<file path="src/verilog/ddr3_pkg.sv">
// Shared constants and types for the bank/row and read burst link.
// Assumes both ends run on one 250 MHz clock with an active high reset.
package ddr3_pkg;
  localparam int BANK_W = 3;
  localparam int NUM_BANKS = 8;
  localparam int ADDR_W = 13;
  localparam int ROW_W = 13;
  localparam int COL_W = 10;
  localparam int DQ_W = 16;
  localparam int BC_BIT = 12;
  localparam int AP_BIT = 10;
  localparam int LAT_W = 5;
  localparam int BEATS_BL8 = 8;
  localparam int BEATS_BC4 = 4;
  localparam int CYC_BL8 = BEATS_BL8 / 2;
  localparam int CYC_BC4 = BEATS_BC4 / 2;
  localparam int T_RP_NS = 15;
  localparam int CLK_PERIOD_PS = 4000;
  localparam int T_RP_CYC = (T_RP_NS * 1000 + CLK_PERIOD_PS - 1) /
    CLK_PERIOD_PS;
  localparam int TIMER_W = 8;
  localparam logic [1:0] BL_FIXED8 = 2'h0;
  localparam logic [1:0] BL_OTF = 2'h1;
  localparam logic [1:0] BL_FIXED4 = 2'h2;
  typedef enum logic [3:0] {
    CMD_NOP = 4'h0,
    CMD_ACT = 4'h1,
    CMD_PRE = 4'h2,
    CMD_RD = 4'h3,
    CMD_WR = 4'h4
  } cmd_e;
endpackage

</file>
<file path="src/verilog/ddr3_link_if.sv">
// Command, address and read data link between controller and device.
// Assumes the testbench joins both modports on a shared clock.
`timescale 1ns/1ps
`default_nettype none
interface ddr3_link_if;
  ddr3_pkg::cmd_e cmd;
  logic [ddr3_pkg::BANK_W-1:0] ba;
  logic [ddr3_pkg::ADDR_W-1:0] addr;
  logic [ddr3_pkg::DQ_W-1:0] dq;
  logic dq_oe;
  logic dqs_valid;
  logic dqs_phase;
  modport ctrl (
    output cmd,
    output ba,
    output addr,
    input dq,
    input dq_oe,
    input dqs_valid,
    input dqs_phase
  );
  modport dev (
    input cmd,
    input ba,
    input addr,
    output dq,
    output dq_oe,
    output dqs_valid,
    output dqs_phase
  );
endinterface
`default_nettype wire

</file>
<file path="src/verilog/ddr3_dev.sv">
// Device end: bank/row tracking, precharge timing and read bursts.
// Assumes the controller keeps command spacing; DQ is one beat per half
// cycle, presented here as one beat per clock with a phase flag.
`timescale 1ns/1ps
`default_nettype none
module ddr3_dev #(
  parameter int NUM_BANKS = ddr3_pkg::NUM_BANKS,
  parameter int T_RP_CYC = ddr3_pkg::T_RP_CYC
) (
  input wire logic clk_i,
  input wire logic rst_i,
  ddr3_link_if.dev link,
  input wire logic [1:0] bl_mode_i,
  input wire logic [ddr3_pkg::LAT_W-1:0] al_i,
  input wire logic [ddr3_pkg::LAT_W-1:0] cl_i,
  input wire logic dll_locked_i,
  output logic [NUM_BANKS-1:0] bank_open_o,
  output logic [NUM_BANKS-1:0] bank_prechg_o,
  output logic rd_miss_o,
  output logic [ddr3_pkg::COL_W-1:0] rd_col_o
);
  localparam int LAT_MAX = 2 ** ddr3_pkg::LAT_W * 2;
  localparam int LC_W = ddr3_pkg::LAT_W + 1;
  localparam logic [ddr3_pkg::TIMER_W-1:0] TRP =
    ddr3_pkg::TIMER_W'(T_RP_CYC);

  logic [NUM_BANKS-1:0] open_r;
  logic [NUM_BANKS-1:0] open_nxt;
  logic [ddr3_pkg::ROW_W-1:0] row_r [NUM_BANKS];
  logic [ddr3_pkg::ROW_W-1:0] row_nxt [NUM_BANKS];
  logic [ddr3_pkg::TIMER_W-1:0] tmr_r [NUM_BANKS];
  logic [ddr3_pkg::TIMER_W-1:0] tmr_nxt [NUM_BANKS];
  logic [NUM_BANKS-1:0] pend_r;
  logic [NUM_BANKS-1:0] pend_nxt;

  logic [LAT_MAX-1:0] q_go_r;
  logic [LAT_MAX-1:0] q_go_nxt;
  logic [LAT_MAX-1:0] q_bl8_r;
  logic [LAT_MAX-1:0] q_bl8_nxt;
  logic [2:0] beats_r;
  logic [2:0] beats_nxt;
  logic [ddr3_pkg::DQ_W-1:0] dq_r;
  logic [ddr3_pkg::DQ_W-1:0] dq_nxt;
  logic oe_r;
  logic oe_nxt;
  logic ph_r;
  logic ph_nxt;
  logic miss_r;
  logic miss_nxt;
  logic [ddr3_pkg::COL_W-1:0] col_r;
  logic [ddr3_pkg::COL_W-1:0] col_nxt;
  logic [ddr3_pkg::COL_W-1:0] col_now;
  logic [LC_W-1:0] rl;
  logic is_rd;
  logic bl8;
  logic hit;
  logic pre_all;
  logic launch;

  assign is_rd = link.cmd == ddr3_pkg::CMD_RD;
  assign pre_all = link.addr[ddr3_pkg::AP_BIT];
  assign rl = LC_W'(al_i) + LC_W'(cl_i);
  // Only A0..A9 form the column, so A12 never leaks into it.
  assign col_now = link.addr[ddr3_pkg::COL_W-1:0];
  assign hit = open_r[link.ba];
  // A read with no lock or no latency is dropped rather than queued.
  assign launch = hit && dll_locked_i && rl != '0;
  always_comb begin
    unique case (bl_mode_i)
      ddr3_pkg::BL_FIXED8: bl8 = 1'b1;
      ddr3_pkg::BL_OTF: bl8 = link.addr[ddr3_pkg::BC_BIT];
      default: bl8 = 1'b0;
    endcase
  end

  // A later precharge reloads the timer, so the newest one sets tRP.
  always_comb begin
    open_nxt = open_r;
    pend_nxt = pend_r;
    for (int b = 0; b < NUM_BANKS; b++) begin
      row_nxt[b] = row_r[b];
      tmr_nxt[b] = (tmr_r[b] != '0) ? tmr_r[b] - 1'b1 : tmr_r[b];
      if (tmr_r[b] == ddr3_pkg::TIMER_W'(1)) pend_nxt[b] = 1'b0;
      if (link.cmd == ddr3_pkg::CMD_PRE &&
          (pre_all || link.ba == ddr3_pkg::BANK_W'(b))) begin
        // Idle or still precharging banks take it too; restart.
        open_nxt[b] = 1'b0;
        tmr_nxt[b] = TRP;
        pend_nxt[b] = 1'b1;
      end
      if (link.cmd == ddr3_pkg::CMD_ACT &&
          link.ba == ddr3_pkg::BANK_W'(b)) begin
        open_nxt[b] = 1'b1;
        row_nxt[b] = link.addr[ddr3_pkg::ROW_W-1:0];
      end
    end
  end

  // Read requests shift toward the bus; position 0 launches data.
  always_comb begin
    q_go_nxt = {1'b0, q_go_r[LAT_MAX-1:1]};
    q_bl8_nxt = {1'b0, q_bl8_r[LAT_MAX-1:1]};
    miss_nxt = 1'b0;
    col_nxt = col_r;
    if (is_rd) begin
      miss_nxt = !hit;
      col_nxt = col_now;
      // Timing is only honoured with DLL locked; else no data.
      if (launch) begin
        q_go_nxt[rl - 1'b1] = 1'b1;
        q_bl8_nxt[rl - 1'b1] = bl8;
      end
    end
  end

  // One beat per clock with a phase flag stands in for both strobe edges,
  // so a burst of eight beats spans eight clocks here.
  always_comb begin
    beats_nxt = beats_r;
    oe_nxt = oe_r;
    ph_nxt = 1'b0;
    dq_nxt = dq_r;
    if (q_go_r[0]) begin
      beats_nxt = q_bl8_r[0] ? 3'(ddr3_pkg::CYC_BL8 * 2 - 1) :
        3'(ddr3_pkg::CYC_BC4 * 2 - 1);
      oe_nxt = 1'b1;
      dq_nxt = ddr3_pkg::DQ_W'(col_r);
    end else if (beats_r != '0) begin
      beats_nxt = beats_r - 1'b1;
      ph_nxt = !ph_r;
      dq_nxt = dq_r + 1'b1;
    end else begin
      oe_nxt = 1'b0;
    end
  end

  always_ff @(posedge clk_i or posedge rst_i) begin
    if (rst_i) begin
      open_r <= '0;
      pend_r <= '0;
      for (int b = 0; b < NUM_BANKS; b++) begin
        row_r[b] <= '0;
        tmr_r[b] <= '0;
      end
    end else begin
      open_r <= open_nxt;
      pend_r <= pend_nxt;
      for (int b = 0; b < NUM_BANKS; b++) begin
        row_r[b] <= row_nxt[b];
        tmr_r[b] <= tmr_nxt[b];
      end
    end
  end

  always_ff @(posedge clk_i or posedge rst_i) begin
    if (rst_i) begin
      q_go_r <= '0;
      q_bl8_r <= '0;
      miss_r <= 1'b0;
      col_r <= '0;
    end else begin
      q_go_r <= q_go_nxt;
      q_bl8_r <= q_bl8_nxt;
      miss_r <= miss_nxt;
      col_r <= col_nxt;
    end
  end

  always_ff @(posedge clk_i or posedge rst_i) begin
    if (rst_i) begin
      beats_r <= '0;
      dq_r <= '0;
      oe_r <= 1'b0;
      ph_r <= 1'b0;
    end else begin
      beats_r <= beats_nxt;
      dq_r <= dq_nxt;
      oe_r <= oe_nxt;
      ph_r <= ph_nxt;
    end
  end

  assign link.dq = dq_r;
  assign link.dq_oe = oe_r;
  assign link.dqs_valid = oe_r;
  assign link.dqs_phase = ph_r;
  assign bank_open_o = open_r;
  assign bank_prechg_o = pend_r;
  assign rd_miss_o = miss_r;
  assign rd_col_o = col_r;
endmodule
`default_nettype wire

</file>
<file path="src/flat_wrapper.sv">
// flat-port wrapper written by rule: the top's interface ports become plain ports
module ddr3_dev_flat 
#(
  parameter int NUM_BANKS = ddr3_pkg::NUM_BANKS,
  parameter int T_RP_CYC = ddr3_pkg::T_RP_CYC
)
  (clk_i, rst_i, bl_mode_i, al_i, cl_i, dll_locked_i, bank_open_o, bank_prechg_o, rd_miss_o, rd_col_o, link_cmd, link_ba, link_addr, link_dq, link_dq_oe, link_dqs_valid, link_dqs_phase);
  ddr3_link_if link_i ();
  input wire logic clk_i;
  input wire logic rst_i;
  input wire logic [1:0] bl_mode_i;
  input wire logic [ddr3_pkg::LAT_W-1:0] al_i;
  input wire logic [ddr3_pkg::LAT_W-1:0] cl_i;
  input wire logic dll_locked_i;
  output logic [NUM_BANKS-1:0] bank_open_o;
  output logic [NUM_BANKS-1:0] bank_prechg_o;
  output logic rd_miss_o;
  output logic [ddr3_pkg::COL_W-1:0] rd_col_o;
  input wire logic [$bits(link_i.cmd)-1:0] link_cmd;
  input wire logic [$bits(link_i.ba)-1:0] link_ba;
  input wire logic [$bits(link_i.addr)-1:0] link_addr;
  output wire logic [$bits(link_i.dq)-1:0] link_dq;
  output wire logic [$bits(link_i.dq_oe)-1:0] link_dq_oe;
  output wire logic [$bits(link_i.dqs_valid)-1:0] link_dqs_valid;
  output wire logic [$bits(link_i.dqs_phase)-1:0] link_dqs_phase;
  assign link_i.cmd = link_cmd;
  assign link_i.ba = link_ba;
  assign link_i.addr = link_addr;
  assign link_dq = link_i.dq;
  assign link_dq_oe = link_i.dq_oe;
  assign link_dqs_valid = link_i.dqs_valid;
  assign link_dqs_phase = link_i.dqs_phase;
  ddr3_dev #(.NUM_BANKS(NUM_BANKS), .T_RP_CYC(T_RP_CYC)) u_core (.clk_i(clk_i), .rst_i(rst_i), .link(link_i), .bl_mode_i(bl_mode_i), .al_i(al_i), .cl_i(cl_i), .dll_locked_i(dll_locked_i), .bank_open_o(bank_open_o), .bank_prechg_o(bank_prechg_o), .rd_miss_o(rd_miss_o), .rd_col_o(rd_col_o));
endmodule
</file>
<file path="config.mk">
export PLATFORM = sky130hd
export DESIGN_NAME = ddr3_dev_flat
export DESIGN_NICKNAME = d
export VERILOG_FILES = /design/src/verilog/ddr3_pkg.sv /design/src/verilog/ddr3_link_if.sv /design/src/verilog/ddr3_dev.sv /design/src/flat_wrapper.sv
export SDC_FILE = /design/constraint.sdc
export NUM_CORES = 1
export LEC_CHECK = 0
export BUFFER_PORTS_ARGS = -buffer_cell sky130_fd_sc_hd__buf_4
export CORE_ASPECT_RATIO = 1.2
export CORE_MARGIN = 3
export CORE_UTILIZATION = 35
export CTS_BUF_LIST = sky130_fd_sc_hd__clkbuf_4
export CTS_CLUSTER_DIAMETER = 40
export CTS_CLUSTER_SIZE = 40
export DETAILED_ROUTE_END_ITERATION = 6
export GPL_TIMING_DRIVEN = 0
export PLACE_DENSITY = 0.52
export SETUP_SLACK_MARGIN = 0.05
export SKIP_LAST_GASP = 1
export SYNTH_ARGS = -nofsm -noshare
export SYNTH_HDL_FRONTEND = slang
export SYNTH_SLANG_ARGS = --single-unit
</file>
<file path="constraint.sdc">
create_clock -name clk_i -period 9.06 [get_ports clk_i]
set_input_delay 0.453 -clock clk_i [delete_from_list [all_inputs] [get_ports clk_i]]
set_output_delay 0.453 -clock clk_i [all_outputs]
set_load 0.05 [all_outputs]
</file>
==> metrics.md, run 1 <==
| Metric | Value |
|---|---|
| Status | complete, no violations |
| GRT Util Overall | 0.146 |
| Vias in the first global route | between 7,000 and 8,000 |
| Dominant cells by area after synthesis | dfrtp_1 55%, mux2_2 5.5%, nor2_1 5.1%, or2_2 3.7%, ha_1 3.0% |
| Synth area leader | dfrtp_1 |
| DR vias | 7,609 |
| Sequential share of the synthesized area | 0.553 |
| EDFF count, synth | 0 |
| Hpwl dp | around 15,000 um |
| CP max-delay cell | fa_1 |
| Synth warn | 0 |
| CTS tree | built |
| Max IR drop VDD | between 150 and 200 uV |
| I/O pin total | 81 |
| DRT Pass-1 Iters | 7 |
| Reg2reg path depth | 6 |
| Top_reg_cell synth | dfrtp_1 |
| Area grow syn2layout | 17.5% |
| DRT iter0 DRCs | 397 |
| Flops & latches, synth | 240 |
| Initial antenna violation count | 1 |
| Synth cell types | 62 |
| Die footprint | about 33,000 um2 |
| Actual slew at the worst max-slew pin | 1170 ps |
| Cell family with most CP delay | adder cells |
| Fmax | 313 MHz |
| CP arrival | ~3700 ps |
| CTS buffer count | 39 |
| Clock buffer depth | 3 |
| Power density over the cells | roughly 270 nW/um2 |
| CP Max Fanout | 10 |
| Share of layout cells above drive strength 1 | 0.256 |
| CP Capture Type | flip-flop |
| Routed WL | ~23,000 um |
| Chip width | ~170 um |
| Post-synth top cells | 240 x dfrtp_1, 148 x nor2_1, 64 x or2_2 |
| RSZ-0062 raised after global routing | no |
| Largest net degree at the start of global routing | 113 |
| Clock Skew | between 50 and 60 ps |
| DR vias/cell | between 4 and 5 |
| CTS sink cnt | 240 |
| Worst setup path category | input port to flip-flop |
| Chip Height | 199 um |
| Post-synth top area share | 0.553 |
| Worst hold path type | input port to flip-flop |
| H-tree levels | 2 |
| Slew HR | 0.217 |
| Syn_nets | around 1,100 |
| Clk_lat worst skew | roughly 670 ps |
| Most frequent cell after synthesis | dfrtp_1 |
| Final Max Slew Viols | 0 |
| PortBufs | 78 |
| Worst-path clk slew | 110 ps |
| Crit path largest cell delay | around 530 ps |
| Post-CTS sizing | 0 |
| Gpl congestion | roughly 0.85 |
| Fin crit share | 0.353 |
| Average wire per standard cell | 15.0 um |
| Hold Path Depth | 2 |
| Ys async rst share | 1.00 |
| Initial Util | 0.355 |
| FP Rows | 70 |
| Setup Fix Bufs, Post-CTS | 0 |
| Worst Setup Start Kind | input port |
| Syn_area_per_cell | roughly 11 um2 |
| Crit path depth | 13 |
| Core box area | between 30,000 and 40,000 um2 |
| Filler cells | about 3,000 |
| Hold_buf cts | 10 |
| Worst Path Buf+Inv | 4 |
| Worst hold slack | approximately 63 ps |
| P_leak | a little over 0.006 uW |
| Nets | 1,189 |
| Setup violations, final | 0 |
| Fin area | 12,800 um2 |
| Grt total ovfl | 0 |
| First-pass GRT wire length | ~40,000 um |
| Fin crit period | 3200 ps |
| Mapped Area | roughly 11,000 um2 |
| Dpl cell area | between 10,000 and 15,000 um2 |
| Antenna viol nets, final | 0 |
| Residual DRC | 0 |
| Worst path cell trace | buf_4 -> ha_1 -> inv_1 -> fa_1 -> ha_1 -> clkbuf_1 -> inv_1 -> nor4_1 -> o21ai_0 -> nand4_1 -> o2111ai_1 -> nor2_1 -> mux2_2 |
| Synth Instances | roughly 1,000 |
| Max-Cap Viols | 0 |
| Final hold vios | 0 |
| Root Buffer | clkbuf_4 |
| Worst endpoint required time | ~9600 ps |
| Multi-input logic area | approximately 4600 um2 |
| Final Power | roughly 3400 uW |
| Sequential cell area | around 6000 um2 |
## flip-flops by register name, summed over array words and instances, names as in the netlist
register               count
u_core.q_bl8_r            64
u_core.bank_prechg_o       8
u_core.link.dq            16
u_core.beats_r             3
u_core.bank_open_o         8
u_core.rd_col_o           10
u_core.link.dqs_phase      1
u_core.q_go_r             64
u_core.rd_miss_o           1
u_core.link.dq_oe          1
u_core.tmr_r              64
## where the power goes
part,switching [uW],internal [uW],leakage [uW],total [uW]
clock,476,402,0.000350,877
combinational,640,408,0.00259,1050
sequential,205,1290,0.00317,1490
## cell type report
class	count	share of cell area
Antenna cell	2	0.000392
Timing Repair Buffer	90	0.0580
Inverter	40	0.0124
Multi-Input combinational cell	683	0.357
Clock inverter	30	0.0272
Sequential cell	240	0.470
Clock buffer	41	0.0241
Buffer	33	0.0116
Tap cell	396	0.0388
## metal layers
layer  global-route usage  vias to the layer above  routed length (um)
li1                     -                     3727                   -
met3               0.0282                       41                1040
met5                    0                        -                   0
met1                0.191                     3701               10600
met2                0.244                      140               11200
met4               0.0489                        0                 560
## stage by stage
stage,setup slack (ps),cells,setup TNS [ps],utilization
after floorplan,2020,996,0,-
after global placement,-1010,1470,-237080,0.391
after detailed placement,5250,1472,0,0.393
after CTS,5970,1553,0,0.417
after global routing,5650,1555,0,0.418
final,5860,1555,0,0.418
## cell usage in the layout (no fill, tap or decap), types with 4 or more instances in the layout
cell / instances
buf_2: 10
dlygate4sd3_1: 10
xor2_1: 11
nor2_1: 148
nor3_1: 19
o31ai_1: 9
mux2_2: 53
nand2_1: 41
a21o_1: 11
inv_8: 7
nand4_1: 18
or3_1: 15
xnor2_1: 32
nor2b_1: 7
clkinvlp_4: 5
and2_1: 5
bufinv_16: 5
nor3b_1: 4
nor4_1: 20
or2_2: 64
nand3b_1: 6
clkbuf_4: 41
dfrtp_1: 240
ha_1: 26
nand2b_1: 8
inv_6: 4
o21ai_0: 42
a21oi_1: 37
a211oi_1: 9
clkinv_2: 4
or4_1: 9
mux2_1: 20
inv_1: 39
buf_4: 79
clkbuf_1: 21
nand3_1: 16
mux2i_1: 6
## worst reg2reg max path: stages (launching register included)
cell	delay (ps)
dfrtp_1	430
mux4_2	470
mux2i_1	610
or4_1	200
buf_2	300
nor2_1	120
mux2_1	340
## worst paths after layout
check,slack (ps),startpoint,end
max in group asynchronous,7510,rst_i,u_core.link.dqs_phase
setup reg to reg,6440,u_core.bank_open_o[7],u_core.q_bl8_r[3]
setup / recovery,5860,al_i[0],u_core.q_bl8_r[39]
hold / removal,60,link_addr[2],u_core.rd_col_o[2]
min in group asynchronous,260,rst_i,u_core.bank_prechg_o[5]
hold reg to reg,410,u_core.q_go_r[62],u_core.q_go_r[61]
## cells by family after synthesis
group	after synthesis	synth area share
AO/OA/AOI/OAI	139	0.0836
AND/OR/NAND/NOR	392	0.183
multiplexers	81	0.0854
XOR/XNOR	44	0.0362
adder cells (fa/ha/maj)	27	0.0318
buffers and inverters	73	0.0274
flip-flops	240	0.553
Power figures use the tool's default switching activity.
==> run 2: changes to the inputs <==
--- a/config.mk
+++ b/config.mk
@@ -5,6 +5,7 @@
 export SDC_FILE = /design/constraint.sdc
 export NUM_CORES = 1
 export LEC_CHECK = 0
+export ABC_AREA = 1
 export BUFFER_PORTS_ARGS = -buffer_cell sky130_fd_sc_hd__buf_4
 export CORE_ASPECT_RATIO = 1.2
 export CORE_MARGIN = 3
==> constraint.sdc (replaced) <==
create_clock -name clk_i -period 3.35 [get_ports clk_i]
set_input_delay 0.1675 -clock clk_i [delete_from_list [all_inputs] [get_ports clk_i]]
set_output_delay 0.1675 -clock clk_i [all_outputs]
set_load 0.05 [all_outputs]
==> metrics.md, run 2 <==
| Metric | Value |
|---|---|
| Syn_area_per_cell | 8.84 um2 (-19%) |
| Worst Path Buf+Inv | 2 (-2) |
| Max-Cap Viols | 0 (unchanged) |
| DRT Pass-1 Iters | 5 (-2) |
| Worst endpoint required time | 3900 ps (-5690 ps) |
| Synth area leader | dfrtp_1 |
| I/O pin total | 81 (unchanged) |
| Chip width | 171 um (+2.5%) |
| DR vias | 9,080 (+19%) |
| FP Rows | 71 (+1.4%) |
| Power density over the cells | 655 nW/um2 (+140%) |
| Worst hold path type | input port to flip-flop |
| Gpl congestion | 0.817 (-3.5%) |
| Dpl ws | 406 ps (-4840 ps) |
| Setup TNS | 0 ps (unchanged) |
| Reg2reg path depth | 11 (+5) |
| Hold Path Depth | 4 (+2) |
| CTS sink cnt | 240 (unchanged) |
| Grt total ovfl | 0 (unchanged) |
| CTS buffer count | 39 (unchanged) |
| DRT iter0 DRCs | 688 (+73%) |
| Most frequent cell after synthesis | dfrtp_1 |
| HP Start | bl_mode_i[0] |
| Slew HR | 0.287 (+0.0699) |
| Fin crit share | 0.865 |
| EDFF count, synth | 0 (unchanged) |
| Mapped Area | 11,400 um2 (+5.3%) |
| PortBufs | 77 (-1.3%) |
| Post-synth top area share | 0.525 (-0.0278) |
| CP arrival | 3450 ps (-280 ps) |
| Clock Skew | 39.9 ps (-13.2 ps) |
| Cell family with most CP delay | simple AND/OR/NAND/NOR gates |
| Commonest non-fill, non-tap cell in the layout | dfrtp_1 |
| Initial Util | 0.360 (+0.00425) |
| GRT Util Overall | 0.164 (+0.0187) |
| Actual slew at the worst max-slew pin | 1070 ps (-105 ps) |
| Hpwl dp | 19,500 um (+27%) |
| Fin worst setup slack | 454 ps (-5410 ps) |
| WHS Endpoint | u_core.q_bl8_r[2] |
| Dominant cells by area after synthesis | dfrtp_1 53%, nand2_1 7.4%, nand3_1 6.4%, o21bai_1 6.2%, inv_1 6.1% |
| Top_reg_cell synth | dfrtp_1 |
| Setup violations, final | 0 (unchanged) |
| CTS tree | built |
| DR vias/cell | 4.84 (-1.1%) |
| Most used cell, CP | nand2_1 |
| Commonest non-fill, non-tap cells in the layout | 240 x dfrtp_1, 226 x nand2_1, 186 x inv_1 |
| Fmax | ~350 MHz |
| Reg-to-reg slack, setup | 450 ps (-5990 ps) |
| Synth cell types | 43 (-31%) |
| H-tree levels | 2 (unchanged) |
| First-pass GRT wire length | 46,500 um (+16%) |
| RSZ-0062 raised after global routing | no |
| Setup Fix Bufs, Post-CTS | 0 (unchanged) |
| Vias in the first global route | 9,014 (+15%) |
| Root Buffer | clkbuf_4 |
| Synth warn | 0 (unchanged) |
| Layout Utilization | 0.426 (+0.00832) |
| CP Capture Type | flip-flop |
| Worst path cell trace | nand2_1 -> nand2_1 -> nand2_1 -> dlygate4sd3_1 -> nand3_1 -> nand2_1 -> nor2_8 -> nand4_2 -> inv_1 -> nand3_1 -> nand2_1 |
| Top flop regs | u_core.q_bl8_r: 64 flops, u_core.q_go_r: 64 flops, u_core.tmr_r: 64 flops |
| Antenna viol nets, final | 0 (unchanged) |
| Ys async rst share | 1.00 (unchanged) |
| Worst setup path category | flip-flop to flip-flop |
| Flops & latches, synth | 240 (unchanged) |
| Final Max Slew Viols | 0 (unchanged) |
| Chip Height | 204 um (+2.5%) |
| Worst hold slack | 120 ps (+56.8 ps) |
| Crit path largest cell delay | 550 ps (+20 ps) |
| Fin crit period | 2900 ps |
| Residual DRC | 0 (unchanged) |
| Sequential share of the synthesized area | 0.525 (-0.0278) |
| Clock buffer depth | 3 (unchanged) |
| Core box area | 31,800 um2 (+4.0%) |
| Average wire per standard cell | 15.0 um (+0.21%) |
| CP Max Fanout | 8 (-2) |
| Die footprint | 34,900 um2 (+5.1%) |
| Worst setup path startpoint | u_core.bank_open_o[3] |
| P_leak | 0.00670 uW (+9.7%) |
| Synth Instances | 1,293 (+30%) |
| Worst flop-to-flop path endpoint | u_core.q_bl8_r[29] |
| Worst-path clk slew | 110 ps (about the same) |
| Initial antenna violation count | 1 (unchanged) |
| Share of layout cells above drive strength 1 | 0.147 (-0.109) |
| Status | complete, no violations |
| Largest net degree at the start of global routing | 43 (-62%) |
| Reg-to-reg critical path startpoint | u_core.bank_open_o[3] |
| Clk_lat worst skew | 660 ps (about the same) |
| Nets | 1,507 (+27%) |
| Max IR drop VDD | 223 uV (+18%) |
| Routed WL | 28,200 um (+21%) |
| Area grow syn2layout | 18.5% |
| Syn_nets | 1,355 (+28%) |
| Post-synth top cells | 240 x dfrtp_1, 226 x nand2_1, 187 x inv_1 |
| Final hold vios | 0 (unchanged) |
| Worst Setup Start Kind | flip-flop |
| CP max-delay cell | dlygate4sd3_1 |
-- run 2: changes by cell type after synthesis, sizes merged, moves of 20 or more --
cell	previous run	this run
inv	40	195
mux2	73	0
nand2	42	237
nand3	16	147
nor2	149	115
o21ai	43	69
o21bai	4	94
or2	67	4
xnor2	32	12
-- run 2: power by group --
part	switching, uW	internal, uW	total, uW	leakage, uW
registers	389	3450	3830	0.00308
clock network	1220	1050	2260	0.000317
logic	1800	970	2770	0.00330
-- run 2: worst max path at each step --
stage / to / slack [ps] / depth (start not counted)
CTS: u_core.q_bl8_r[29] / 460 / 11
finish: u_core.q_bl8_r[29] / 450 / 11
global placement: u_core.q_go_r[54] / -1630 / 2
floorplan: u_core.bank_open_o[0] / 30 / 1
global route: u_core.q_bl8_r[28] / 300 / 11
detailed placement: u_core.q_bl8_r[60] / 410 / 11
-- run 2: stage by stage --
step                      std cells  instance area, um2  power (uW)
after floorplan                1293               11400        5920
after global placement         1771               12500        6590
after detailed placement       1777               12600        6670
after CTS                      1876               13500        9000
after global routing           1877               13500        9560
final                          1877               13500        8870
-- run 2: tightest hold or removal path: cells and delay by family --
family	cells	cell delay, ps
simple gates	2	210
compound gates	1	290
buf+inv	1	70
-- run 2: area by class of cell --
type | count | area (um2)
Antenna cell | 1 | 2.50
Buffer | 31 | 163
Clock buffer | 41 | 308
Clock inverter | 30 | 317
Fill cell | 3192 | 18300
Inverter | 196 | 739
Multi-Input combinational cell | 826 | 4530
Sequential cell | 240 | 6010
Tap cell | 401 | 502
Timing Repair Buffer | 111 | 978
-- run 2: logic make-up after synthesis --
logic type	synth area share
simple gates	0.222
flops	0.525
compound gates	0.133
xor+xnor	0.0107
fa+ha+maj	0.0302
buf+inv	0.0786
-- run 2: timing repair --
item,in CTS,in global routing
endpoints found under the hold margin,62,0
resized for setup,0,0
hold buffers,28,0
-- run 2: routing by layer --
layer	global-route usage	vias to the layer above	part of all wire
li1	-	4523	-
met1	0.210	4357	0.45
met2	0.290	155	0.50
met3	0.0261	45	0.037
met4	0.0420	0	0.020
met5	0	-	0
==> run 3: changes to the inputs <==
--- a/config.mk
+++ b/config.mk
@@ -7,6 +7,8 @@
 export LEC_CHECK = 0
 export ABC_AREA = 1
 export BUFFER_PORTS_ARGS = -buffer_cell sky130_fd_sc_hd__buf_4
+export CELL_PAD_IN_SITES_DETAIL_PLACEMENT = 0
+export CELL_PAD_IN_SITES_GLOBAL_PLACEMENT = 1
 export CORE_ASPECT_RATIO = 1.2
 export CORE_MARGIN = 3
 export CORE_UTILIZATION = 35
@@ -15,7 +17,7 @@
 export CTS_CLUSTER_SIZE = 40
 export DETAILED_ROUTE_END_ITERATION = 6
 export GPL_TIMING_DRIVEN = 0
-export PLACE_DENSITY = 0.52
+export PLACE_DENSITY = 0.64
 export SETUP_SLACK_MARGIN = 0.05
 export SKIP_LAST_GASP = 1
 export SYNTH_ARGS = -nofsm -noshare
==> metrics.md, run 3 (synthesis gave the netlist of run 2 again) <==
| Metric | Value |
|---|---|
| Switch Pwr | 3500 uW (+2.7%) |
| Average wire per standard cell | 15.6 um (+3.8%) |
| Residual DRC | 0 (unchanged) |
| CTS sink cnt | 240 (unchanged) |
| Hpwl dp | 20,700 um (+6.1%) |
| First-pass GRT wire length | 47,400 um (+2.0%) |
| Routed WL | 29,200 um (+3.6%) |
| Clock buffer depth | 3 (unchanged) |
| DR vias | 9,001 (-0.87%) |
| Top flop regs | u_core.q_bl8_r: 64 flops, u_core.q_go_r: 64 flops, u_core.tmr_r: 64 flops |
| Fin worst setup slack | 1010 ps (+555 ps) |
| Chip Height | 204 um (unchanged) |
| Gpl congestion | 0.810 (-0.88%) |
| FP Rows | 71 (unchanged) |
| Logic pwr share | 0.305 (-0.007) |
| PortBufs | 77 (unchanged) |
| Dpl cell area | 12,700 um2 (+0.16%) |
| Final non-filler cell total | 1,873 (-0.21%) |
| CTS tree | built |
| Cell family with most CP delay | buffers and inverters |
| Multi-input logic area | 4530 um2 (unchanged) |
| Clk_lat worst skew | 700 ps (+40 ps) |
| Worst flop-to-flop path endpoint | u_core.q_bl8_r[53] |
| Final Max Slew Viols | 0 (unchanged) |
| GRT Util Overall | 0.171 (+0.00612) |
| CTS buffer count | 38 (-2.6%) |
| DRT Pass-1 Iters | 5 (unchanged) |
| Internal power | 5600 uW (+2.5%) |
| Max IR drop VDD | 363 uV (+63%) |
| CP Max Fanout | 7 (-1) |
| DR vias/cell | 4.81 (-0.66%) |
| Vias in the first global route | 9,134 (+1.3%) |
| Power density over the cells | 669 nW/um2 (+2.3%) |
| Worst Setup Start Kind | input port |
| Worst endpoint required time | 3950 ps (+50 ps) |
| GRT met1 Usage | 0.214 (+0.00397) |
| Fmax | 427 MHz (+24%) |
| Clock Skew | 33.4 ps (-6.46 ps) |
| Global Route met3 Usage | 0.0304 (+0.00426) |
| Max-Cap Viols | 0 (unchanged) |
| Setup violations, final | 0 (unchanged) |
| Fin area | 13,600 um2 (+0.28%) |
| Reg-to-reg slack, setup | 1050 ps (+600 ps) |
| CP arrival | 2940 ps (-510 ps) |
| Initial Util | 0.360 (unchanged) |
| Final hold vios | 0 (unchanged) |
| Commonest non-fill, non-tap cells in the layout | 240 x dfrtp_1, 226 x nand2_1, 186 x inv_1 |
| Switching Fraction | 0.384 (+0.000502) |
| Worst setup path category | input port to flip-flop |
| Die footprint | 34,900 um2 (unchanged) |
| Nets | 1,503 (-0.27%) |
| Status | complete, no violations |
| Initial antenna violation count | 1 (unchanged) |
| Antenna viol nets, final | 0 (unchanged) |
| CP Capture Type | flip-flop |
| Slew HR | 0.305 (+0.0176) |
| Grt total ovfl | 0 (unchanged) |
| Clk network pwr share | 0.273 (+0.018) |
| Filler cells | 3,295 (+3.2%) |
| Inst Count DP | 1,778 (+0.056%) |
| Sequential power share | 0.422 (-0.011) |
| Worst-path clk slew | 120 ps (about the same) |
| Actual slew at the worst max-slew pin | 1040 ps (-26.3 ps) |
| Worst Path Buf+Inv | 4 (+2) |
| Area grow syn2layout | 18.8% |
| Largest net degree at the start of global routing | 38 (-12%) |
| Crit path largest cell delay | 700 ps (+150 ps) |
| Worst hold path type | input port to asynchronous set/reset pin |
| Post-CTS sizing | 0 (unchanged) |
| P_leak | 0.00675 uW (+0.77%) |
| Fin crit share | 0.699 (-0.166) |
| Fin crit period | 2340 ps (-555 ps) |
| Sequential cell area | 6010 um2 (unchanged) |
| Most used routing layer | met2 |
| DRT iter0 DRCs | 424 (-38%) |
| Met2 usage | 0.299 (+0.00908) |
| Reg2reg path depth | 10 (-1) |
| RSZ-0062 raised after global routing | no |
| Reg-to-reg critical path startpoint | u_core.bank_open_o[4] |
| Core box area | 31,800 um2 (unchanged) |
| I/O pin total | 81 (unchanged) |
| Commonest non-fill, non-tap cell in the layout | dfrtp_1 |
| Share of layout cells above drive strength 1 | 0.152 (+0.00448) |
| CP max-delay cell | nor3_1 |
| Chip width | 171 um (unchanged) |
| Root Buffer | clkbuf_4 |
| Worst path cell trace | dlygate4sd3_1 -> buf_4 -> nor3_1 -> dlygate4sd3_1 -> nand2_1 -> dlygate4sd3_1 -> o21ai_0 |
| Dpl ws | 312 ps (-93.9 ps) |
| Most used cell, CP | dlygate4sd3_1 |
| H-tree levels | 2 (unchanged) |
-- run 3: cell count changes in the layout (fill, tap and decap cells not counted), moves of 4 or more --
cell / before / now
dlygate4sd3_1: 28 / 24
clkinv_1: 8 / 2
inv_8: 0 / 5
clkinv_4: 8 / 3
inv_6: 1 / 5
clkinvlp_4: 8 / 3
-- run 3: repair_timing --
action                    CTS  global route
buffers inserted            0             0
hold buffers               24             0
hold endpoints to repair  112             0
-- run 3: how the worst max path moves through the flow --
| stage | end | startpoint | cells after the start | slack (ps) |
|---|---|---|---|---|
| floorplan | u_core.bank_open_o[0] | rst_i | 1 | 30 |
| CTS | u_core.q_bl8_r[53] | u_core.bank_open_o[4] | 10 | 990 |
| detailed placement | u_core.q_bl8_r[53] | al_i[0] | 11 | 310 |
| finish | u_core.bank_open_o[0] | link_cmd[1] | 7 | 1010 |
| global placement | u_core.rd_col_o[0] | rst_i | 2 | -1710 |
| global route | u_core.q_bl8_r[53] | u_core.bank_open_o[4] | 10 | 900 |
-- run 3: metrics by stage --
step                       util  hold WS (ps)  setup TNS (ps)  power (uW)
after floorplan               -           284               0        5920
after global placement    0.394           377         -402750        6620
after detailed placement  0.398           273               0        6690
after CTS                 0.427          4.80               0        9250
after global routing      0.427          17.2               0        9760
final                     0.427          71.0               0        9090
-- run 3: worst reg2reg max path, stage by stage, from the launching register on --
cell and delay, ps:
dfrtp_1 390, inv_1 80, o21ai_0 150, nand2_1 70, nand3_1 90, nand2_1 140, nor2_8 240, nand4_2 370
inv_1 480, nand3_1 170, nand2_1 90
-- run 3: power groups by stage --
stage / registers (uW) / clock network [uW] / logic [uW]
finish: 3840 / 2480 / 2770
global route: 3920 / 2700 / 3140
CTS: 3850 / 2590 / 2810
detailed placement: 3900 / 0 / 2790
global placement: 3900 / 0 / 2720
floorplan: 4250 / 0 / 1670
-- run 3: area by class of cell --
cell class | instances | area share
Buffer | 31 | 0.0120
Clock inverter | 27 | 0.0264
Clock buffer | 43 | 0.0238
Multi-Input combinational cell | 826 | 0.334
Timing Repair Buffer | 108 | 0.0706
Inverter | 196 | 0.0544
Sequential cell | 240 | 0.442
Tap cell | 401 | 0.0369
Antenna cell | 1 | 0.000184
-- run 3: routing by layer --
metal | share of wire | vias up
met2 | 0.50 | 144
met3 | 0.035 | 54
met4 | 0.025 | 0
met5 | 0 | -
li1 | - | 4514
met1 | 0.44 | 4289
